--- src/shared/pump_seq_params.svh ---
`ifndef PUMP_SEQ_PARAMS_SVH
`define PUMP_SEQ_PARAMS_SVH
// ==========================================================
// timebase
`define CLK_MHZ 250
`define TICK_MS 100
`define TICK_CYCLES (`TICK_MS * `CLK_MHZ * 1000)
`define TICKS_PER_HOUR (3600 * 1000 / `TICK_MS)
// ==========================================================
// pump mode codes
`define MODE_OFF 4'h0
`define MODE_FIXED_LIFO 4'h1
`define MODE_FIXED_MAX 4'h3
`define MODE_ALT_4 4'h4
`define MODE_ALT_5 4'h5
`define MODE_BOARD_6 4'h6
`define MODE_BOARD_7 4'h7
`define MODE_ALT_8 4'h8
`define MODE_BOARD_9 4'h9
`define MODE_FIXED_2 4'h2
// ==========================================================
// selectors
`define SRC_CARD 1'b0
`define SRC_BOARD 1'b1
`define SEL_FREQ 1'b0
// ==========================================================
// ranges, in 0.1 s ticks, 0.1 % and hours
`define DWELL_MIN 13'h000A
`define DWELL_MAX 13'h1770
`define SWITCH_MIN 13'h0001
`define SWITCH_MAX 13'h00C8
`define BIAS_MAX 8'hC8
`define BIAS_SCALE 24'h0003E8
`define ROT_MAX 8'hF0
`endif

--- src/shared/pump_seq_pkg.sv ---
package pump_seq_pkg;
  typedef enum {st_idle, st_run, st_break, st_make} seq_state_t;
  typedef enum {act_stage, act_destage} seq_action_t;
endpackage

--- src/logic/tick_divider.sv ---
module tick_divider #(
  parameter int CYCLES = 25000000
) (
  // clock and reset
  input wire logic clk,
  input wire logic rst,
  // one-cycle enable
  output logic tick
);
  logic [31:0] count;
  logic [31:0] next_count;
  logic next_tick;

  always_comb
  begin
    next_tick = 1'b0;
    next_count = count + 32'h00000001;
    if (count >= 32'(CYCLES - 1))
    begin
      next_count = 32'h00000000;
      next_tick = 1'b1;
    end
  end

  always_ff @(posedge clk or posedge rst)
  begin
    if (rst)
    begin
      count <= 32'h00000000;
      tick <= 1'b0;
    end
    else
    begin
      count <= next_count;
      tick <= next_tick;
    end
  end
endmodule

--- src/logic/dwell_timer.sv ---
module dwell_timer #(
  parameter int W = 13
) (
  // clock and reset
  input wire logic clk,
  input wire logic rst,
  // timebase and qualifier
  input wire logic tick,
  input wire logic hold,
  input wire logic [W-1:0] limit,
  // expiry level
  output logic done
);
  logic [W-1:0] count;
  logic [W-1:0] next_count;

  // any drop of the qualifier restarts the count
  always_comb
  begin
    next_count = count;
    if (!hold)
      next_count = '0;
    else if (tick && count < limit)
      next_count = count + W'(1);
  end

  always_ff @(posedge clk or posedge rst)
  begin
    if (rst)
      count <= '0;
    else
      count <= next_count;
  end

  assign done = hold && count >= limit;

  a_dwell_restart: assert property (@(posedge clk) disable iff (rst)
    !hold |=> count == '0) else $error("dwell count kept after qualifier drop");
endmodule

--- src/logic/pump_staging_relay_sequencer.sv ---
`include "pump_seq_params.svh"

// Operation
// - card alternation: relays 1/2 plus enabled pairs
// - drive output leaves pump before transfer
// - alternation de-stage removes earliest started pump
// - board mode refuses relay four to eight enables
// - stage after upper threshold dwell
// - de-stage after lower threshold dwell
// - contactor delay around every transfer
// - stage threshold is upper minus bias
// - de-stage threshold is lower plus bias
// - source selects card or board relays
// - pump capacity follows mode and source
// - board relays leave general output duty
// - modes 7/8 rotate start motor by timer
// - rotation timer clears on change or power-up
// - criterion 0 uses lower frequency dwell
// - criterion 1 uses feedback above setpoint
// - stop option opens all, restarts first relay
// - mode 0 disables every pump relay
// - stop option only in modes 6, 7, 9
module pump_staging_relay_sequencer #(
  parameter int TICK_CYCLES = `TICK_CYCLES,
  parameter int TICKS_PER_HOUR = `TICKS_PER_HOUR
) (
  // clock and reset
  input wire logic clk,
  input wire logic rst,
  // configuration
  input wire logic [3:0] pump_mode,
  input wire logic relay_source,
  input wire logic [3:0] relay_en_low,
  input wire logic [3:0] relay_en_high,
  input wire logic [12:0] stage_dwell,
  input wire logic [12:0] destage_dwell,
  input wire logic [12:0] switch_delay,
  input wire logic [7:0] bias,
  input wire logic [7:0] rotation_hours,
  input wire logic destage_select,
  input wire logic stop_mode_en,
  // drive state
  input wire logic run,
  input wire logic sleep,
  input wire logic [15:0] out_freq,
  input wire logic [15:0] max_freq,
  input wire logic [15:0] upper_freq,
  input wire logic [15:0] lower_freq,
  input wire logic [15:0] feedback,
  input wire logic [15:0] setpoint,
  // relay outputs
  output logic [7:0] card_relays,
  output logic board_relay_one,
  output logic board_relay_two,
  output logic board_relay_three,
  output logic [2:0] board_relay_claimed,
  // status
  output logic drive_connect,
  output logic config_error,
  output logic [3:0] line_count
);
  // ==========================================================
  // configuration decode
  logic mode_on, fixed, card_alt, board_only, inv_stop_only, rot_mode, stop_opt;
  logic cfg_ok;
  logic [7:0] usable;
  logic [12:0] stage_lim, destage_lim, switch_lim;
  logic [7:0] bias_lim;

  always_comb
  begin
    mode_on = pump_mode != `MODE_OFF && pump_mode <= `MODE_BOARD_9;
    fixed = pump_mode >= `MODE_FIXED_LIFO && pump_mode <= `MODE_FIXED_MAX;
    card_alt = pump_mode == `MODE_ALT_4 || pump_mode == `MODE_ALT_5
      || pump_mode == `MODE_ALT_8;
    board_only = pump_mode == `MODE_BOARD_6 || pump_mode == `MODE_BOARD_7
      || pump_mode == `MODE_BOARD_9;
    inv_stop_only = pump_mode == `MODE_FIXED_2 || pump_mode == `MODE_ALT_5
      || pump_mode == `MODE_BOARD_9;
    rot_mode = pump_mode == `MODE_BOARD_7 || pump_mode == `MODE_ALT_8;
    stop_opt = stop_mode_en && board_only;
    if (relay_source == `SRC_BOARD)
      cfg_ok = (fixed || board_only) && !relay_en_low[3]
        && relay_en_high == 4'h0;
    else
      cfg_ok = !board_only;
    // capacity: 8 or 4 on the card, 3 on the board
    if (!mode_on || !cfg_ok)
      usable = 8'h00;
    else if (relay_source == `SRC_BOARD)
      usable = {5'h00, relay_en_low[2], relay_en_low[1], 1'b1};
    else if (card_alt)
      usable = {4'h0, relay_en_high[3] & relay_en_high[2],
        relay_en_high[1] & relay_en_high[0],
        relay_en_low[3] & relay_en_low[2], 1'b1};
    else
      usable = {relay_en_high, relay_en_low[3:1], 1'b1};
    // out-of-range dwell, delay and bias settings are held to the documented span
    stage_lim = stage_dwell < `DWELL_MIN ? `DWELL_MIN
      : (stage_dwell > `DWELL_MAX ? `DWELL_MAX : stage_dwell);
    destage_lim = destage_dwell < `DWELL_MIN ? `DWELL_MIN
      : (destage_dwell > `DWELL_MAX ? `DWELL_MAX : destage_dwell);
    switch_lim = switch_delay < `SWITCH_MIN ? `SWITCH_MIN
      : (switch_delay > `SWITCH_MAX ? `SWITCH_MAX : switch_delay);
    bias_lim = bias > `BIAS_MAX ? `BIAS_MAX : bias;
  end

  // ==========================================================
  // thresholds
  logic [23:0] bias_prod;
  logic [15:0] bias_amt, stage_thr;
  logic [16:0] destage_thr;

  always_comb
  begin
    bias_prod = max_freq * bias_lim;
    bias_amt = 16'(bias_prod / `BIAS_SCALE);
    stage_thr = upper_freq > bias_amt ? upper_freq - bias_amt : 16'h0000;
    destage_thr = {1'b0, lower_freq} + {1'b0, bias_amt};
  end

  // ==========================================================
  // timers
  logic tick;
  logic stage_done, destage_done, delay_done;
  logic stage_cond, destage_cond, switch_cond;
  pump_seq_pkg::seq_state_t state, next_state;
  pump_seq_pkg::seq_action_t action, next_action;
  logic [7:0] on_line, next_on_line;
  logic [2:0] inv_pump, next_inv_pump;
  logic conn, next_conn;
  logic make_entry, next_make_entry;
  logic free_found;
  logic [2:0] free_pump;

  tick_divider #(.CYCLES(TICK_CYCLES)) u_tick (
    .clk(clk),
    .rst(rst),
    .tick(tick)
  );

  always_comb
  begin
    stage_cond = state == pump_seq_pkg::st_run && free_found
      && out_freq >= stage_thr;
    if (destage_select == `SEL_FREQ)
      destage_cond = {1'b0, out_freq} < destage_thr;
    else
      destage_cond = feedback > setpoint;
    destage_cond = destage_cond && state == pump_seq_pkg::st_run
      && on_line != 8'h00;
    // the delay restarts for the second half of a transfer; a registered
    // entry flag drops the qualifier, since feeding back done would loop
    switch_cond = (state == pump_seq_pkg::st_break
      || state == pump_seq_pkg::st_make) && !make_entry;
  end

  dwell_timer #(.W(13)) u_stage (
    .clk(clk),
    .rst(rst),
    .tick(tick),
    .hold(stage_cond),
    .limit(stage_lim),
    .done(stage_done)
  );

  dwell_timer #(.W(13)) u_destage (
    .clk(clk),
    .rst(rst),
    .tick(tick),
    .hold(destage_cond),
    .limit(destage_select == `SEL_FREQ ? destage_lim : `SWITCH_MIN),
    .done(destage_done)
  );

  dwell_timer #(.W(13)) u_switch (
    .clk(clk),
    .rst(rst),
    .tick(tick),
    .hold(switch_cond),
    .limit(switch_lim),
    .done(delay_done)
  );

  // ==========================================================
  // rotation timer
  logic [31:0] rot_ticks, next_rot_ticks;
  logic [7:0] rot_count, next_rot_count, rot_prev;
  logic rot_expired, rot_take;

  always_comb
  begin
    rot_expired = rot_mode && rotation_hours != 8'h00
      && rot_count >= rotation_hours;
    rot_take = state == pump_seq_pkg::st_idle && run && !sleep && rot_expired
      && usable[1] && !stop_opt;
    next_rot_ticks = rot_ticks;
    next_rot_count = rot_count;
    if ((mode_on && rotation_hours != rot_prev) || rot_take)
    begin
      next_rot_ticks = 32'h00000000;
      next_rot_count = 8'h00;
    end
    else if (rot_mode && tick && rot_count < `ROT_MAX)
    begin
      next_rot_ticks = rot_ticks + 32'h00000001;
      if (rot_ticks >= 32'(TICKS_PER_HOUR - 1))
      begin
        next_rot_ticks = 32'h00000000;
        next_rot_count = rot_count + 8'h01;
      end
    end
  end

  always_ff @(posedge clk or posedge rst)
  begin
    if (rst)
    begin
      rot_ticks <= 32'h00000000;
      rot_count <= 8'h00;
      rot_prev <= 8'h00;
    end
    else
    begin
      rot_ticks <= next_rot_ticks;
      rot_count <= next_rot_count;
      rot_prev <= rotation_hours;
    end
  end

  // ==========================================================
  // start order memory
  logic [2:0] order [0:7];
  logic [2:0] head, next_head, tail, next_tail;
  logic push, pop_old, pop_new;
  logic [2:0] victim;

  always_comb
  begin
    free_found = 1'b0;
    free_pump = 3'h0;
    for (int i = 7; i >= 0; i--)
    begin
      if (usable[i] && !on_line[i] && inv_pump != 3'(i))
      begin
        free_found = 1'b1;
        free_pump = 3'(i);
      end
    end
    // first on, last off only in mode 1
    if (pump_mode == `MODE_FIXED_LIFO)
      victim = order[tail - 3'h1];
    else
      victim = order[head];
  end

  // ==========================================================
  // sequencer
  always_comb
  begin
    next_state = state;
    next_action = action;
    next_on_line = on_line & usable;
    next_inv_pump = inv_pump;
    next_conn = conn;
    next_make_entry = 1'b0;
    push = 1'b0;
    pop_old = 1'b0;
    pop_new = 1'b0;
    unique case (state)
      pump_seq_pkg::st_idle:
      begin
        next_conn = 1'b0;
        if (!inv_stop_only || stop_opt)
          next_on_line = 8'h00;
        if (run && !sleep && usable[0])
        begin
          next_inv_pump = rot_take ? 3'h1 : 3'h0;
          next_conn = 1'b1;
          next_state = pump_seq_pkg::st_run;
        end
      end
      pump_seq_pkg::st_run:
      begin
        if (!run || sleep || !usable[0])
        begin
          next_conn = 1'b0;
          next_state = pump_seq_pkg::st_idle;
        end
        else if (stage_done)
        begin
          next_conn = 1'b0;
          next_action = pump_seq_pkg::act_stage;
          next_state = pump_seq_pkg::st_break;
        end
        else if (destage_done)
        begin
          next_conn = 1'b0;
          next_action = pump_seq_pkg::act_destage;
          next_state = pump_seq_pkg::st_break;
        end
      end
      pump_seq_pkg::st_break:
      begin
        if (delay_done)
        begin
          next_state = pump_seq_pkg::st_make;
          next_make_entry = 1'b1;
          if (action == pump_seq_pkg::act_stage)
          begin
            push = 1'b1;
            if (fixed)
              next_on_line[free_pump] = 1'b1;
            else
            begin
              next_on_line[inv_pump] = 1'b1;
              next_inv_pump = free_pump;
            end
          end
          else
          begin
            pop_new = pump_mode == `MODE_FIXED_LIFO;
            pop_old = !pop_new;
            next_on_line[victim] = 1'b0;
          end
        end
      end
      pump_seq_pkg::st_make:
      begin
        if (delay_done)
        begin
          next_conn = 1'b1;
          next_state = pump_seq_pkg::st_run;
        end
      end
    endcase
    next_head = pop_old ? head + 3'h1 : head;
    next_tail = push ? tail + 3'h1 : (pop_new ? tail - 3'h1 : tail);
    if (next_on_line == 8'h00)
    begin
      next_head = 3'h0;
      next_tail = 3'h0;
    end
  end

  always_ff @(posedge clk or posedge rst)
  begin
    if (rst)
    begin
      state <= pump_seq_pkg::st_idle;
      action <= pump_seq_pkg::act_stage;
      on_line <= 8'h00;
      inv_pump <= 3'h0;
      conn <= 1'b0;
      make_entry <= 1'b0;
      head <= 3'h0;
      tail <= 3'h0;
    end
    else
    begin
      state <= next_state;
      action <= next_action;
      on_line <= next_on_line;
      inv_pump <= next_inv_pump;
      conn <= next_conn;
      make_entry <= next_make_entry;
      head <= next_head;
      tail <= next_tail;
    end
  end

  // stored order needs no reset: entries are read only once pushed
  always_ff @(posedge clk)
  begin
    if (push)
      order[tail] <= fixed ? free_pump : inv_pump;
  end

  // ==========================================================
  // relay mapping
  logic [7:0] relays, next_card;
  logic [2:0] next_board, next_claimed;
  logic [3:0] next_count;

  always_comb
  begin
    relays = 8'h00;
    next_count = 4'h0;
    for (int p = 0; p < 8; p++)
    begin
      next_count = next_count + {3'h0, on_line[p]};
      if (card_alt && relay_source == `SRC_CARD)
      begin
        if (p < 4)
        begin
          relays[2 * p] = usable[p] && conn && inv_pump == 3'(p);
          relays[2 * p + 1] = usable[p] && on_line[p];
        end
      end
      else
        relays[p] = usable[p] && (on_line[p] || (conn && inv_pump == 3'(p)));
    end
    next_card = relay_source == `SRC_CARD ? relays : 8'h00;
    next_board = relay_source == `SRC_BOARD ? relays[2:0] : 3'h0;
    next_claimed = relay_source == `SRC_BOARD && mode_on
      ? {relay_en_low[2], relay_en_low[1], 1'b1} : 3'h0;
  end

  always_ff @(posedge clk or posedge rst)
  begin
    if (rst)
    begin
      card_relays <= 8'h00;
      board_relay_one <= 1'b0;
      board_relay_two <= 1'b0;
      board_relay_three <= 1'b0;
      board_relay_claimed <= 3'h0;
      drive_connect <= 1'b0;
      config_error <= 1'b0;
      line_count <= 4'h0;
    end
    else
    begin
      card_relays <= next_card;
      board_relay_one <= next_board[0];
      board_relay_two <= next_board[1];
      board_relay_three <= next_board[2];
      board_relay_claimed <= next_claimed;
      drive_connect <= conn;
      config_error <= mode_on && !cfg_ok;
      line_count <= next_count;
    end
  end

  // ==========================================================
  // checks
  a_break_drive_off: assert property (@(posedge clk) disable iff (rst)
    state == pump_seq_pkg::st_break |=> !drive_connect)
    else $error("drive still connected during transfer");
  a_switch_wait: assert property (@(posedge clk) disable iff (rst)
    state == pump_seq_pkg::st_break && next_state == pump_seq_pkg::st_make
    |-> delay_done) else $error("transfer without contactor delay");
  a_stage_dwell: assert property (@(posedge clk) disable iff (rst)
    state == pump_seq_pkg::st_run && next_state == pump_seq_pkg::st_break
    && next_action == pump_seq_pkg::act_stage |-> stage_done && stage_cond)
    else $error("stage before dwell");
  a_destage_dwell: assert property (@(posedge clk) disable iff (rst)
    state == pump_seq_pkg::st_run && next_state == pump_seq_pkg::st_break
    && next_action == pump_seq_pkg::act_destage |-> destage_done)
    else $error("de-stage before dwell");
  a_board_no_card: assert property (@(posedge clk) disable iff (rst)
    relay_source == `SRC_BOARD ##1 relay_source == `SRC_BOARD
    |=> card_relays == 8'h00) else $error("card relay used on board source");
  a_mode_off_quiet: assert property (@(posedge clk) disable iff (rst)
    pump_mode == `MODE_OFF [*2] |=> card_relays == 8'h00
    && !board_relay_one && board_relay_claimed == 3'h0)
    else $error("relay active with pump control off");
  a_pair_disabled: assert property (@(posedge clk) disable iff (rst)
    card_alt && relay_source == `SRC_CARD && !(relay_en_high[1] & relay_en_high[0])
    |=> card_relays[5:4] == 2'h0) else $error("half-enabled pair used");
  a_board_cfg_err: assert property (@(posedge clk) disable iff (rst)
    mode_on && relay_source == `SRC_BOARD && relay_en_high != 4'h0
    |=> config_error) else $error("bad board enables accepted");
  a_rot_clear: assert property (@(posedge clk) disable iff (rst)
    mode_on && rotation_hours != rot_prev |=> rot_count == 8'h00)
    else $error("rotation timer not cleared");
endmodule

--- config.mk ---
export PLATFORM = sky130hd
export DESIGN_NAME = pump_staging_relay_sequencer
export DESIGN_NICKNAME = d
export VERILOG_FILES = /design/src/shared/pump_seq_pkg.sv /design/src/logic/tick_divider.sv /design/src/logic/dwell_timer.sv /design/src/logic/pump_staging_relay_sequencer.sv
export VERILOG_INCLUDE_DIRS = /design/src /design/src/shared
export SDC_FILE = /design/constraint.sdc
export NUM_CORES = 1
export LEC_CHECK = 0
export BUFFER_PORTS_ARGS = -buffer_cell sky130_fd_sc_hd__buf_2
export CORE_AREA = 2 2 248 311
export DETAILED_ROUTE_END_ITERATION = 6
export DIE_AREA = 0 0 250 313
export GPL_TIMING_DRIVEN = 0
export PLACE_DENSITY_LB_ADDON = 0.05
export SKIP_CTS_REPAIR_TIMING = 1
export SKIP_LAST_GASP = 1
export SYNTH_ARGS = -nofsm -noshare
export SYNTH_HDL_FRONTEND = slang
export SYNTH_HIERARCHICAL = 1
export SYNTH_SLANG_ARGS = --single-unit
--- constraint.sdc ---
create_clock -name clk -period 5.1 [get_ports clk]
set_input_delay 0.765 -clock clk [delete_from_list [all_inputs] [get_ports clk]]
set_output_delay 0.765 -clock clk [all_outputs]
set_load 0.01 [all_outputs]
* Word level (Yosys, flattened, before mapping)
Memory sizes are Yosys's and may differ from the RTL's.
Cells that the tools add are included.
** Cells by class
- Add/sub/neg operators :: 18
- Multiply operators :: 1
- Div/mod/pow operators :: 1
- Magnitude comparators :: 30
- Equal/unequal tests :: 38
- Mux-type cells :: 107
- Bitwise logic cells :: 10
- Reductions and logical operators :: 141
** Operator list (number)
- 32-bit two-way mux :: 12
- 13-bit two-way mux :: 13
- 32-bit case mux with 4 select lines :: 1
- 32-bit by 2-bit equality test with 1-bit output (second input constant) :: 3
- 32-bit zero test :: 3
- 8-bit two-way mux :: 12
- 1-bit logical AND :: 78
- 32-bit by 1-bit adder with 32-bit output (second input constant) :: 2
- 32-bit by 3-bit equality test with 1-bit output (second input constant) :: 2
- 3-bit two-way mux :: 21
- 1-bit two-way mux :: 41
- 13-bit by 1-bit adder with 13-bit output (second input constant) :: 3
- 13-bit >= comparator :: 3
- 13-bit < comparator :: 3
- 32-bit by 1-bit equality test with 1-bit output (second input constant) :: 1
- 32-bit by 16-bit >= comparator with 1-bit output (second input constant) :: 1
- 32-bit by 25-bit >= comparator with 1-bit output (second input constant) :: 1
- 16-bit greater-than comparator :: 2
- 13-bit greater-than comparator (second input constant) :: 2
- 13-bit by 4-bit < comparator with 1-bit output (second input constant) :: 2
- 24-bit by 10-bit divider with 24-bit output (second input constant) :: 1
- 16-bit by 8-bit multiplier with 24-bit output :: 1
- 1-bit logical OR :: 22
- 1-bit zero test :: 19
- 55 further kinds :: 97
** Storage, ports and cells
- Bits in registers :: 223
- RAM bits :: 24
- Input bits :: 170
- Output and inout port bits :: 20
- Word-level logic and storage cells :: 371
- Memories :: 1
** Memory list
- order :: words 8, width 3, read ports 2, clocked after memory_dff 0, write ports 1, RTL line pump_staging_relay_sequencer.sv:233 : logic [2:0] order [0:7];

* Depth between registers and ports, before layout
- Depth after elaboration :: 31
- Depth in mapped cells :: 113
- Depth with buffers taken out :: 100

* By module
Netlist, hierarchy kept.
** By module, submodules not included
- pump_staging_relay_sequencer :: times used 1, cells an instance 2145, area an instance 17471.8 µm²
- dwell_timer :: times used 3, cells an instance 129, area an instance 1144.8 µm²
- tick_divider :: times used 1, cells an instance 152, area an instance 1561.5 µm²

* Worst setup path after synthesis
OpenSTA, ideal clock, no wires.
- Path kind :: input-to-reg
- From :: in bias[0]
- To :: reg state[1]
- Arrival time :: 21002 ps
- Required time :: 5017 ps
- Path slack :: -15985 ps
- Stages :: 105
- Path buffers :: 9
- Cells stage by stage :: o31a_1 o311a_1 nor2b_1 clkbuf_1 nand2_1 fa_1 inv_1 fa_1 fa_1 inv_1 fa_1 inv_1 ha_1 buf_2 a21oi_2 o21ai_1 a211oi_1 nand2_1 (+69 left out) a21oi_1 nor2b_1 o21ai_0 nand2b_1 a21oi_1 nor2b_1 o21ai_0 nand2b_1 a21oi_1 nor3_1 clkbuf_1 clkbuf_1 nor2b_1 nor2_1 a22o_1 a221oi_1 o211ai_1 o21ai_0
** Between the ends
- Longest elaborated chain between the ends :: 12
** Ends and longest elaborated chain
- start: declaration :: RTL line pump_staging_relay_sequencer.sv:38 : input wire logic [7:0] bias,
- 8-bit greater-than comparator (no line)
- 8-bit two-way mux * :: RTL line pump_staging_relay_sequencer.sv:105 : bias_lim = bias > `BIAS_MAX ? `BIAS_MAX : bias;
- 16-bit by 8-bit multiplier with 24-bit output * :: RTL line pump_staging_relay_sequencer.sv:116 : bias_prod = max_freq * bias_lim;
- 24-bit by 10-bit divider with 24-bit output (no line) *
- 16-bit subtractor / 16-bit greater-than comparator (equally long branches) :: RTL line pump_staging_relay_sequencer.sv:118 : stage_thr = upper_freq > bias_amt ? upper_freq - bias_amt : 16'h0000;
- 16-bit two-way mux * :: RTL line pump_staging_relay_sequencer.sv:118
- 16-bit >= comparator * :: RTL line pump_staging_relay_sequencer.sv:145 : && out_freq >= stage_thr;
- 1-bit logical AND * :: RTL line pump_staging_relay_sequencer.sv:145
- net stage_cond :: RTL line pump_staging_relay_sequencer.sv:126 : logic stage_cond, destage_cond, switch_cond;
- 1-bit logical AND * :: RTL line dwell_timer.sv:35 : assign done = hold && count >= limit;
- net stage_done :: RTL line pump_staging_relay_sequencer.sv:125 : logic stage_done, destage_done, delay_done;
- 32-bit two-way mux :: RTL line pump_staging_relay_sequencer.sv:290 : else if (stage_done)
- 32-bit two-way mux :: RTL line pump_staging_relay_sequencer.sv:285 : if (!run || sleep || !usable[0])
- 32-bit case mux with 4 select lines :: RTL line pump_staging_relay_sequencer.sv:270 : unique case (state)
- end signal: assignment :: RTL line pump_staging_relay_sequencer.sv:350 : state <= pump_seq_pkg::st_idle;
- end signal: assignment :: RTL line pump_staging_relay_sequencer.sv:361 : state <= next_state;
- end: declaration :: RTL line pump_staging_relay_sequencer.sv:127 : pump_seq_pkg::seq_state_t state, next_state;
Mark *: on every way through the listed nets, which the timed path passes. The rest lies on a longest branch.
A chain may end at the register's enable or synchronous reset.

* Worst setup path in the final report
Same ends and word-level chain as after synthesis.

==> results.md <==
- Kind of cell adding the most delay to the critical path: compound AO/OA/AOI/OAI gates
- Clk buf depth: 2
- Mean Syn Cell Area: 8.37 um2
- Share of cells above drive strength 1: 24.3%
- Status: complete, but fails checks
- Post-synth EDFFs: 24
- Failing checks: setup timing
- Via Count: 21.2k
- Nets: 3,482
- Hold slack: 0.373 ns
- Clock Latency Late Sink: 0.49 ns
- Vias/cell: 5.27
- N_diodes: 0
- Sink Count: 186
- MaxCap Viol Count: 0
- Die footprint: 0.0783 mm2
- Post-layout util: 37.5%
- CP Launch Type: primary input
- CP Capture Type: flip-flop
- Critical Path RT: 5.47 ns
- Seq/Total Area, Yosys: 21.3%
- Crit-path max FO: 7
- Routability cong.: 0.848
- HPWL Detailed: 56.0 mm
- Asr flop ratio synth: 87.1%
- Num ports: 190
- HP Class: in -> async
- Rel. slew slack: 26.4%
- Reg2Reg Setup Slack: 0.50 ns
- Number of global-route vias before repair: 20.7k
- Worst R2R End: head[0]$_DFFE_PP0P_
- Die X: 250 um
- Clock-pin slew of the registers on the worst-case setup and hold paths: 0.09 ns
- Starting DRT DRC Count: 1,025
- Crit-path slowest cell: or4_4
- RSZ-0062 raised after global routing: true
- Synth Flop Type: dfrtp_1
- Final setup TNS: -444.69 ns
- Root Buffer: clkbuf_16
- Starting Density: 29.8%
- Gr usage total: 17.4%
- Pre-CTS setup slack: -18.60 ns
- Largest net degree at the start of global routing: 58
- Cells after Synth: 2,684
- Commonest non-fill, non-tap cell in the layout: nand2_1
- Syn. warnings: 6
- Fillers: 7,794
- Slew Limit Fails: 0
- Most frequent cells in the layout: 232 x nand2_1, 215 x inv_1, 194 x buf_2, 175 x ha_1, 162 x dfrtp_1
- Crit Path Category: in -> reg
- Total gr overflow: 0
- CTS tree: yes
- DRT antenna net count: 0
- First-pass GRT wire length: 111 mm
- Netlist Area Pre-Place: 0.0225 mm2
- Drt pass-1 iters: 5
- Area Growth Syn to Fin: 26.0%
- Residual DRC: 0
- WP buf/inv: 18
- CP max stage delay: 0.55 ns
- Slew of the pin with the lowest slew margin: 1.10 ns
- R2R Path Start: state[0]$_DFFE_PP0P_
- Final Hold Fails: 0
- H-tree depth: 4
- CP dominant cell by count: a21o_1
- Part of the cycle the worst path needs: 412%
- Core Rows: 113
- R2R cell count: 18
- # port buffers: 186
- Final wirelength: 70.9 mm
- # setup viols final: 30
- Critical path arrival: 21.38 ns
- Yosys cell types: 122
- Die Height: 313 um
- Final worst clock skew: 0.0230 ns
- TritonCTS Buffers: 17
- Peak Freq: 47.6 MHz
- Core area: 0.0755 mm2
- Crit path time final: 21.01 ns
- Synth Register Bits: 186
- Wire length per cell: 17.6 um
- Initial antenna violation count: 0
- Final setup margin: -15.91 ns
-- cell type report --
type,count,area (um2),area share [%]
multi-input cells,2191,18100,64.0
flip-flops and latches,186,4770,16.9
repair buffers,325,2060,7.29
well taps,977,1220,4.32
inverters,225,863,3.05
plain buffers,90,642,2.27
clock buffers,17,425,1.50
clock inverters,15,206,0.729
-- state kept, by name (all words and copies together), names as in the netlist, 2 cells and up --
name	flops
board_relay_claimed	3
card_relays	8
head	3
inv_pump	3
line_count	4
on_line	8
order	24
rot_count	8
rot_prev	8
rot_ticks	32
state	2
tail	3
u_destage/count	13
u_stage/count	13
u_switch/count	13
u_tick/count	32
-- cells by family after synthesis --
group,after synthesis,share of synthesized area (%)
simple gates,1046,24.5
compound gates,664,21.1
buf+inv,318,5.90
fa+ha+maj,281,18.6
flops,186,21.3
xor+xnor,118,4.73
mux,69,3.85
other cells,2,0.0334
-- worst max-delay path by stage --
stage | startpoint | to | slack (ns) | depth (start not counted)
3_3_place_gp | bias[2] | state[1]$_DFFE_PP0P_ | -18.47 | 106
2_1_floorplan | bias[2] | state[1]$_DFFE_PP0P_ | -14.60 | 106
5_1_grt | bias[0] | state[1]$_DFFE_PP0P_ | -16.82 | 109
6_report | bias[0] | state[1]$_DFFE_PP0P_ | -15.91 | 110
4_1_cts | bias[2] | state[1]$_DFFE_PP0P_ | -18.13 | 108
3_5_place_dp | bias[2] | state[1]$_DFFE_PP0P_ | -18.60 | 108
-- synthesized netlist by cell type (all sizes together) (13+ instances only) --
cell type	instances	area [um2]
clkbuf	51	191
mux2i	44	440
nor3	77	413
fa	90	1800
edfxtp	24	721
ha	186	2330
or3	29	181
xnor2	66	593
nand2b	68	425
nand3	76	390
nand2	244	916
xor2	51	447
nor4	40	250
o211ai	21	199
inv	224	841
and3	43	274
o41ai	14	138
a21o	50	375
and2	119	744
a21boi	16	120
nor2b	51	319
nor2	167	632
o21ai	132	676
or4	22	173
nand4	56	372
mux2	13	154
a21oi	157	823
dfrtp	162	4050
a211oi	29	238
o31ai	26	224
a31oi	33	258
o311ai	16	140
or2	19	119
o21a	35	263
buf	42	289
-- worst reg2reg max path: cells and delay by family (launching register included) --
| kind | cells | cell delay [ns] |
|---|---|---|
| AND/OR/NAND/NOR | 10 | 2.07 |
| buffers and inverters | 5 | 1.28 |
| flip-flops | 1 | 0.46 |
| adder cells (fa/ha/maj) | 1 | 0.38 |
| AO/OA/AOI/OAI | 2 | 0.28 |
-- metal layers --
metal	vias to the layer above	global-route usage, %	wire length, um
li1	10400	-	-
met1	10300	22.5	31700
met2	418	30.9	35700
met3	65	2.00	2070
met4	0	4.50	1360
met5	-	0	0
-- per-stage QoR --
stage | area, um2 | std cells
finish | 28300 | 4026
global placement | 25100 | 3857
global route | 28300 | 4026
floorplan | 22900 | 2694
detailed placement | 25100 | 3858
CTS | 25700 | 3890
Power is not shown: default switching activity piles up to over one toggle a cycle in this logic, so the estimate is an artifact.
